===== src/hw/aqc_pkg.sv =====
package aqc_pkg;
  // ==========================================================
  // Register map
  localparam logic [31:0] ADC_CLOCK_MUX_CONTROL_ADDR = 32'h00ca000a;
  localparam logic [31:0] QUEUE_ONE_CONTROL_ADDR     = 32'h00ca000c;
  localparam logic [15:0] ADC_CLOCK_MUX_CONTROL_RST  = 16'h0000;
  localparam logic [15:0] QUEUE_ONE_CONTROL_RST      = 16'h0000;
  // ==========================================================
  // Field positions
  localparam int MUX_MODE_BIT     = 15;
  localparam int TRIG_SWAP_BIT    = 14;
  localparam int DIV_LSB          = 0;
  localparam int DIV_WIDTH        = 7;
  localparam int Q1_CIE_BIT       = 15;
  localparam int Q1_PIE_BIT       = 14;
  localparam int Q1_SSE_BIT       = 13;
  localparam int Q1_MODE_LSB      = 8;
  localparam int Q1_MODE_WIDTH    = 5;
  // ==========================================================
  // Divider constants
  localparam logic [6:0] DIV_ZERO_READ   = 7'h01;
  localparam logic [6:0] DIV_ZERO_EFFECT = 7'h01;
  // Channel limits
  localparam logic [4:0] CHAN_MAX_EXT = 5'h12;
  localparam logic [4:0] CHAN_MAX_INT = 5'h08;
  // ==========================================================
  // Queue 1 modes
  localparam logic [4:0] Q1_MODE_DISABLED = 5'h00;
  localparam logic [4:0] Q1_MODE_SW_SINGLE = 5'h01;
  localparam logic [4:0] Q1_MODE_RISE_SINGLE = 5'h02;
  localparam logic [4:0] Q1_MODE_FALL_SINGLE = 5'h03;
  localparam logic [4:0] Q1_MODE_TIMER_FIRST = 5'h04;
  localparam logic [4:0] Q1_MODE_TIMER_LAST = 5'h0e;
  localparam logic [4:0] Q1_MODE_GATED_SINGLE = 5'h0f;
endpackage


===== src/hw/aqc_div_if.sv =====
`timescale 1ns/1ps
interface aqc_div_if;
  logic [6:0] divider_field;
  logic       sample_tick;
  modport ctrl (output divider_field, input sample_tick);
  modport div (input divider_field, output sample_tick);
endinterface


===== src/hw/aqc_prescaler.sv =====
`timescale 1ns/1ps
module aqc_prescaler (
  input  wire logic core_clk_i,
  input  wire logic reset_n_i,
  aqc_div_if.div    div_bus
);
  logic [6:0] count_q;
  logic [6:0] count_d;
  logic [6:0] terminal;
  logic       wrap;
  logic       tick_q;

  // ==========================================================
  // Zero behaves as one: divide by two
  assign terminal = (div_bus.divider_field == 7'h00) ? aqc_pkg::DIV_ZERO_EFFECT
                                                     : div_bus.divider_field;
  assign wrap    = (count_q >= terminal);
  assign count_d = wrap ? 7'h00 : 7'(count_q + 7'h01);
  assign div_bus.sample_tick = tick_q;

  always_ff @(posedge core_clk_i or negedge reset_n_i) begin
    if (!reset_n_i) begin
      count_q <= 7'h00;
      tick_q  <= 1'b0;
    end else begin
      count_q <= count_d;
      tick_q  <= wrap;
    end
  end
endmodule // aqc_prescaler


===== src/hw/aqc_ctrl.sv =====
`timescale 1ns/1ps
module aqc_ctrl (
  input  wire logic        core_clk_i,
  input  wire logic        reset_n_i,
  input  wire logic [31:0] bus_addr_i,
  input  wire logic        bus_sel_i,
  input  wire logic        bus_wr_i,
  input  wire logic [1:0]  bus_byte_en_i,
  input  wire logic [15:0] bus_wdata_i,
  output logic      [15:0] bus_rdata_o,
  output logic             bus_ack_o,
  output logic             bus_err_o,
  input  wire logic        stop_mode_i,
  input  wire logic        test_mode_i,
  input  wire logic [2:1]  ext_trigger_pins_i,
  input  wire logic [1:0]  mux_addr_i,
  input  wire logic        q1_scan_done_i,
  input  wire logic        q1_last_ccw_done_i,
  input  wire logic        q1_pause_ccw_done_i,
  output logic             sample_clock_o,
  output logic             external_mux_mode_o,
  output logic [4:0]       channel_limit_o,
  output logic [1:0]       mux_address_pins_o,
  output logic [1:0]       mux_address_oe_o,
  output logic             q1_trigger_o,
  output logic             q2_trigger_o,
  output logic [4:0]       q1_mode_field_o,
  output logic             q1_single_scan_arm_o,
  output logic             q1_complete_irq_o,
  output logic             q1_pause_irq_o
);
  // ==========================================================
  // Register state
  logic [6:0] div_q;
  logic       mux_q;
  logic       swap_q;
  logic       cie_q;
  logic       pie_q;
  logic       sse_q;
  logic [4:0] mode_q;
  logic [2:1] trg_s1_q;
  logic [2:1] trg_s2_q;
  logic [2:1] trg_s3_q;
  logic [2:1] trg_q;

  aqc_div_if div_bus ();

  aqc_prescaler u_prescaler (
    .core_clk_i (core_clk_i),
    .reset_n_i  (reset_n_i),
    .div_bus    (div_bus.div)
  );

  // ==========================================================
  // Decode
  wire        hit_clk  = bus_sel_i && (bus_addr_i == aqc_pkg::ADC_CLOCK_MUX_CONTROL_ADDR);
  wire        hit_q1   = bus_sel_i && (bus_addr_i == aqc_pkg::QUEUE_ONE_CONTROL_ADDR);
  wire        wr_ok    = bus_wr_i && !stop_mode_i;
  wire        wr_clk_h = hit_clk && wr_ok && bus_byte_en_i[1];
  wire        wr_clk_l = hit_clk && wr_ok && bus_byte_en_i[0];
  wire        wr_q1_h  = hit_q1 && wr_ok && bus_byte_en_i[1];
  wire [6:0]  div_rd   = (div_q == 7'h00) ? aqc_pkg::DIV_ZERO_READ : div_q;
  wire [15:0] clk_rd   = {mux_q, swap_q, 7'h00, div_rd};
  wire        sse_rd   = sse_q && test_mode_i;
  wire [15:0] q1_rd    = {cie_q, pie_q, sse_rd, mode_q, 8'h00};
  wire [15:0] rd_mux   = hit_clk ? clk_rd : (hit_q1 ? q1_rd : 16'h0000);
  // Per pin: a level counts once the second and third stages agree
  wire [2:1]  trg_new  = (trg_s2_q & trg_s3_q) | (trg_q & (trg_s2_q | trg_s3_q));
  wire        sse_set  = wr_q1_h && bus_wdata_i[aqc_pkg::Q1_SSE_BIT];
  wire        sse_wr0  = wr_q1_h && !bus_wdata_i[aqc_pkg::Q1_SSE_BIT];

  assign div_bus.divider_field = div_q;

  // ==========================================================
  // Registers
  always_ff @(posedge core_clk_i or negedge reset_n_i) begin
    if (!reset_n_i) begin
      div_q  <= aqc_pkg::ADC_CLOCK_MUX_CONTROL_RST[6:0];
      mux_q  <= aqc_pkg::ADC_CLOCK_MUX_CONTROL_RST[15];
      swap_q <= aqc_pkg::ADC_CLOCK_MUX_CONTROL_RST[14];
    end else begin
      if (wr_clk_l) begin
        div_q <= bus_wdata_i[6:0];
      end
      if (wr_clk_h) begin
        mux_q  <= bus_wdata_i[aqc_pkg::MUX_MODE_BIT];
        swap_q <= bus_wdata_i[aqc_pkg::TRIG_SWAP_BIT];
      end
    end
  end

  always_ff @(posedge core_clk_i or negedge reset_n_i) begin
    if (!reset_n_i) begin
      cie_q  <= 1'b0;
      pie_q  <= 1'b0;
      mode_q <= aqc_pkg::Q1_MODE_DISABLED;
    end else if (stop_mode_i) begin
      cie_q  <= 1'b0;
      pie_q  <= 1'b0;
      mode_q <= aqc_pkg::Q1_MODE_DISABLED;
    end else if (wr_q1_h) begin
      cie_q  <= bus_wdata_i[aqc_pkg::Q1_CIE_BIT];
      pie_q  <= bus_wdata_i[aqc_pkg::Q1_PIE_BIT];
      mode_q <= bus_wdata_i[aqc_pkg::Q1_MODE_LSB +: aqc_pkg::Q1_MODE_WIDTH];
    end
  end

  // Arm bit: a software set wins over a same-cycle done
  always_ff @(posedge core_clk_i or negedge reset_n_i) begin
    if (!reset_n_i) begin
      sse_q <= 1'b0;
    end else if (stop_mode_i || sse_wr0) begin
      sse_q <= 1'b0;
    end else if (sse_set) begin
      sse_q <= 1'b1;
    end else if (q1_scan_done_i) begin
      sse_q <= 1'b0;
    end
  end

  // ==========================================================
  // Trigger pin synchroniser
  always_ff @(posedge core_clk_i or negedge reset_n_i) begin
    if (!reset_n_i) begin
      trg_s1_q <= 2'h0;
      trg_s2_q <= 2'h0;
      trg_s3_q <= 2'h0;
      trg_q    <= 2'h0;
    end else begin
      trg_s1_q <= ext_trigger_pins_i;
      trg_s2_q <= trg_s1_q;
      trg_s3_q <= trg_s2_q;
      trg_q    <= trg_new;
    end
  end

  // ==========================================================
  // Outputs
  always_ff @(posedge core_clk_i or negedge reset_n_i) begin
    if (!reset_n_i) begin
      bus_rdata_o          <= 16'h0000;
      bus_ack_o            <= 1'b0;
      bus_err_o            <= 1'b0;
      sample_clock_o       <= 1'b0;
      external_mux_mode_o  <= 1'b0;
      channel_limit_o      <= aqc_pkg::CHAN_MAX_INT;
      mux_address_pins_o   <= 2'h0;
      mux_address_oe_o     <= 2'h0;
      q1_trigger_o         <= 1'b0;
      q2_trigger_o         <= 1'b0;
      q1_mode_field_o      <= aqc_pkg::Q1_MODE_DISABLED;
      q1_single_scan_arm_o <= 1'b0;
      q1_complete_irq_o    <= 1'b0;
      q1_pause_irq_o       <= 1'b0;
    end else begin
      bus_rdata_o          <= (bus_sel_i && !bus_wr_i) ? rd_mux : 16'h0000;
      bus_ack_o            <= hit_clk || hit_q1;
      bus_err_o            <= 1'b0;
      sample_clock_o       <= div_bus.sample_tick;
      external_mux_mode_o  <= mux_q;
      channel_limit_o      <= mux_q ? aqc_pkg::CHAN_MAX_EXT : aqc_pkg::CHAN_MAX_INT;
      mux_address_pins_o   <= mux_q ? mux_addr_i : 2'h0;
      mux_address_oe_o     <= {2{mux_q}};
      q1_trigger_o         <= swap_q ? trg_q[2] : trg_q[1];
      q2_trigger_o         <= swap_q ? trg_q[1] : trg_q[2];
      q1_mode_field_o      <= mode_q;
      q1_single_scan_arm_o <= sse_q;
      q1_complete_irq_o    <= cie_q && q1_last_ccw_done_i;
      q1_pause_irq_o       <= pie_q && q1_pause_ccw_done_i;
    end
  end
endmodule // aqc_ctrl


===== config.mk =====
export PLATFORM = sky130hd
export DESIGN_NAME = aqc_ctrl
export DESIGN_NICKNAME = d
export VERILOG_FILES = /design/src/hw/aqc_pkg.sv /design/src/hw/aqc_div_if.sv /design/src/hw/aqc_prescaler.sv /design/src/hw/aqc_ctrl.sv
export SDC_FILE = /design/constraint.sdc
export NUM_CORES = 1
export LEC_CHECK = 0
export BUFFER_PORTS_ARGS = -buffer_cell sky130_fd_sc_hd__buf_2
export CAP_MARGIN = 20
export CORE_MARGIN = 4
export CORE_UTILIZATION = 30
export DETAILED_ROUTE_END_ITERATION = 8
export SLEW_MARGIN = 20
export SYNTH_ARGS = -nofsm -noshare
export SYNTH_HDL_FRONTEND = slang
export SYNTH_SLANG_ARGS = --single-unit

===== constraint.sdc =====
create_clock -name core_clk_i -period 2.2 [get_ports core_clk_i]
set_input_delay 0.44 -clock core_clk_i [delete_from_list [all_inputs] [get_ports core_clk_i]]
set_output_delay 0.44 -clock core_clk_i [all_outputs]
set_load 0.03 [all_outputs]

-- Word level (Yosys, flattened, before mapping)
Cells that the tools add are included.
- register bits after elaboration: 70
- $add $sub $neg: 1
- magnitude comparators: 1
- equal/unequal tests: 2
- multiplexer cells: 18
- bitwise gates (word level): 4
- reduce and logical (&&, ||, !) cells: 22
- operators with widths (operator ; count):
    $eq A32 B24 Y1 const B ; 2
    $mux W16 ; 3
    $mux W5 ; 3
    $logic_and A1 B1 Y1 ; 14
    $mux W7 ; 2
    $mux W1 ; 9
    $add A7 B1 Y7 const B ; 1
    $ge A7 B7 Y1 ; 1
    $logic_not A7 Y1 ; 1
    $and A2 B2 Y2 ; 2
    $or A2 B2 Y2 ; 2
    $logic_not A1 Y1 ; 3
    $reduce_bool A3 Y1 ; 1
    $logic_or A1 B1 Y1 ; 2
    $mux W2 ; 1
    $reduce_bool A2 Y1 ; 1

-- Depth between registers and ports, before layout
- depth in word-level cells: 7
- depth in mapped cells: 7

-- Hierarchy
From an unflattened synthesis, not the netlist that was laid out.
- cells, all modules: 195
- area total of the unflattened synthesis: 2681.3 µm²
- by module, submodules not included (module ; instances ; cells an instance ; area an instance (µm²)):
    aqc_ctrl ; 1 ; 139 ; 2144.6
    aqc_prescaler ; 1 ; 56 ; 536.8

-- Worst setup path before layout
OpenSTA, ideal clock, no wires.
- path type: input-to-reg
- start: in bus_addr_i[6]
- end: reg cie_q
- arrival: 1909 ps
- data required time: 2075 ps
- path slack: 167 ps
- stages on the path: 4
- path through: nor4_1 nand4_2 nor4_4 mux2_2
- word-level cells in the longest chain between the ends: 5
- RTL lines (item ; line ; source):
    start: declaration ; aqc_ctrl.sv:5 ; input wire logic [31:0] bus_addr_i,
    $eq A32 B24 Y1 ; aqc_ctrl.sv:57 ; wire hit_q1 = bus_sel_i && (bus_addr_i == aqc_pkg::QUEUE_ONE_CONTROL_ADDR);
    $logic_and A1 B1 Y1 ; aqc_ctrl.sv:57 ;
    $logic_and A1 B1 Y1 (2 in series) ; aqc_ctrl.sv:61 ; wire wr_q1_h = hit_q1 && wr_ok && bus_byte_en_i[1];
    $reduce_bool A2 Y1 (no line) ; - ;
    end signal: assignment ; aqc_ctrl.sv:102 ; cie_q <= bus_wdata_i[aqc_pkg::Q1_CIE_BIT];
    end: declaration ; aqc_ctrl.sv:37 ; logic cie_q;
Every way passes these cells.
A chain may end at the register's enable or synchronous reset.

-- Worst setup path after layout
- start: reg div_q[1], in the netlist div_bus.divider_field[1]
- end: reg u_prescaler.tick_q, in the netlist u_prescaler.div_bus.sample_tick
- word-level cells in the longest chain between the ends: 3
- RTL lines (item ; line ; source):
    start: declaration ; aqc_ctrl.sv:34 ; logic [6:0] div_q;
    start signal: assignment ; aqc_ctrl.sv:78 ; div_q <= aqc_pkg::ADC_CLOCK_MUX_CONTROL_RST[6:0];
    start signal: assignment ; aqc_ctrl.sv:83 ; div_q <= bus_wdata_i[6:0];
    $logic_not A7 Y1 ; aqc_prescaler.sv:15 ; assign terminal = (div_bus.divider_field == 7'h00) ? aqc_pkg::DIV_ZERO_EFFECT
    $mux W7 * ; aqc_prescaler.sv:15 ;
    $ge A7 B7 Y1 * ; aqc_prescaler.sv:17 ; assign wrap = (count_q >= terminal);
    named net u_prescaler.wrap ; aqc_prescaler.sv:10 ; logic wrap;
    end signal: assignment ; aqc_prescaler.sv:27 ; tick_q <= wrap;
    end: declaration ; aqc_prescaler.sv:11 ; logic tick_q;
Mark *: on every way through the listed nets, which the timed path passes. The rest lies on a longest branch.

==> run metrics <==
RSZ-0062 raised after global routing=false; worst-path fanout max=8; Setup WS post-layout=0.1778 ns; Num CTS Buffers=9; maximum vdd drop=238.6 uV; EDFF count, synth=0; Pleak=1.819 nW; DRT iter0 DRCs=26; Max Slew Vio Count=0; Worst setup SP type=register; die width=101.2 um; ANT cells=0; Pre-antenna DRT Iters=4; clk_lat worst skew=0.34 ns; ys flop type=dfrtp_1; TritonCTS clock tree=done; total wire length=5730 um; Worst Path Required=2.42 ns; CTS H-tree depth=3; antenna violations before repair=0; crit path from=div_bus.divider_field[1]; Netlist cell types=35; initial core utilization=31.26%; Period minus WS final=2.022 ns; Detail Placement HPWL=4382 um; Finished Cell Area=3495 um2; CTS clk-pin slew, worst paths=0.08 ns; # IOs=102; Hold Buf Count CTS=0; status=completed; final period utilization=91.92%; # rows=33; synth warn=0; mapped cell area=2608 um2; Synth Register Bits=64; Slew HR=67.58%; share of layout cells above drive strength 1=49.03%; crit-path cells=nor4_1, a31o_2, ha_1, nand2b_1, a211oi_1, o21ai_2, and2_1; Finish-stage setup viols=0; Slew @ Worst Pin=0.4741 ns; nets@finish=374; first-pass GRT wire length=8901 um; Worst path slowest cell=dfrtp_1; crit path DAT=2.25 ns; Setup CP Type=register to register; Clock Path Buffers=2; Setup WS pre-CTS=-0.02723 ns; # Max-Cap Violations=0; DRT antenna net count=0; fmax=494.5 MHz; min-delay worst type=input port to async pin; CTS root buffer=clkbuf_8; gr ovfl total=0; routed len/inst=13.87 um; async set-reset flop share out of synthesis=100.0%; Post-CTS Setup Inserts=0; PwrDens=704.8 nW/um2; via count=1815; R2R Path Start=div_bus.divider_field[1]; Placed Area=3262 um2; largest net degree at the start of global routing=65; Mapped Cells=191; Core ar.=8341 um2; Avg Cell Area, Syn=13.65 um2; Final Power=2.463 mW; routability cong.=0.7666; port bufs=96; CP max stage delay=0.41 ns; Post-CTS Resized=0; Syn-to-layout area delta=34.02%; Top delay family on crit path=compound AO/OA/AOI/OAI gates; DR DRC count=0; Num Clock Sinks=64; Die ar.=10250 um2; endpoint class of the critical path=register; Fin Clk Skew=0.01178 ns; sequential fraction of the synthesis area=61.47%; via density per instance=4.395; Bufs and invs on worst path=0; vias in the first global route=1880; Die Y=101.2 um; GRT Resource Usage Total=11.64%; Fin. Hold Viols=0
## cell usage after synthesis, drive strengths merged (3+ instances only)
cell type / count / area (um2)
nand2b: 4 / 25.02
ha: 8 / 100.1
xnor2: 3 / 26.28
nor4: 11 / 98.84
inv: 8 / 30.03
dfrtp: 63 / 1577
nand2: 3 / 11.26
mux2: 19 / 214.0
nor2b: 10 / 62.56
and2: 17 / 106.4
nor4b: 3 / 38.79
a21oi: 6 / 30.03
buf: 8 / 60.06
## registers in the layout, indices dropped and copies added, names as in the netlist, 2 cells and up
name	cells
bus_rdata_o	15
channel_limit_o	2
trg_q	2
mode_q	5
trg_s1_q	2
trg_s2_q	2
mux_address_pins_o	2
trg_s3_q	2
u_prescaler.count_q	7
div_bus.divider_field	7
q1_mode_field_o	5
## final timing paths
check | to | slack [ns] | depth (start not counted)
max | u_prescaler.div_bus.sample_tick | 0.18 | 7
max in group asynchronous | channel_limit_o[3] | 1.79 | 2
min | q1_mode_field_o[1] | 0.10 | 2
min in group core_clk_i | trg_s1_q[2] | 0.21 | 1
max reg2reg | u_prescaler.div_bus.sample_tick | 0.18 | 7
min reg2reg | trg_s2_q[2] | 0.35 | 0
## worst reg2reg max path: cells and delay by family, from the launching register on
kind | cells | cell delay, ns
AO/OA/AOI/OAI | 3 | 0.67
AND/OR/NAND/NOR | 3 | 0.62
adder cells (fa/ha/maj) | 1 | 0.22
flip-flops | 1 | 0.41
## routing by layer
metal / global-route usage [%] / up-vias / part of all wire [%]
met5: 0 / - / 0
met4: 5.215 / 0 / 1.7
met3: 3.926 / 11 / 9.9
met2: 19.87 / 87 / 49
met1: 13.19 / 838 / 39
li1: - / 879 / -
## power breakdown
group	total (mW)	internal [mW]	switching (mW)
Combinational	0.131	0.0582	0.0725
Clock	1.14	0.674	0.463
Sequential	1.19	1.19	0.00570
Total	2.46	1.92	0.541
## stage by stage
stage | utilization (%) | setup TNS, ns | hold WS [ns] | std cells
detailed placement | 39.11 | -0.2695 | 0.3370 | 397
global placement | 39.11 | -0.3189 | 0.3340 | 397
floorplan | - | 0 | 0.1444 | 194
global route | 41.90 | 0 | 0.1247 | 413
finish | 41.90 | 0 | 0.1024 | 413
CTS | 41.85 | 0 | 0.1026 | 413
## cell type report
| type | instances | area, um2 |
|---|---|---|
| Clock buffer | 10 | 137.6 |
| Multi-Input combinational cell | 113 | 925.9 |
| Timing Repair Buffer | 107 | 575.6 |
| Fill cell | 806 | 4846 |
| Sequential cell | 64 | 1603 |
| Clock inverter | 6 | 91.34 |
| Inverter | 8 | 30.03 |
| Tap cell | 105 | 131.4 |
## layout by cell type, fill, tap and decap left out, types with 2 or more instances in the layout
master / count
mux2_2: 19
nor4b_2: 2
clkbuf_8: 10
nor2b_1: 10
nand2b_1: 4
conb_1: 4
xor2_1: 2
a22oi_1: 2
nand3_1: 2
dfrtp_1: 63
clkinv_4: 2
ha_1: 8
buf_2: 96
a21oi_1: 6
nor4_1: 9
maj3_1: 2
nor4_4: 2
nor3b_1: 2
nand2_1: 3
bufinv_16: 2
inv_1: 8
buf_4: 10
nand4_2: 2
xnor2_1: 3
a211oi_1: 2
and3_1: 2
and2_1: 17
## logic make-up after synthesis
group                      after synthesis  share of synthesized area, %
AOI/OAI and AO/OA                       16                         3.934
xor gates and xnor gates                 5                         1.680
buffers and inverters                   17                         3.599
muxes                                   19                         8.206
adders and majority gates               10                         4.607
other                                    1                        0.1438
and+or+nand+nor                         59                         16.36
DFF                                     64                         61.47
Note: power is estimated with default switching activity, not from simulation.
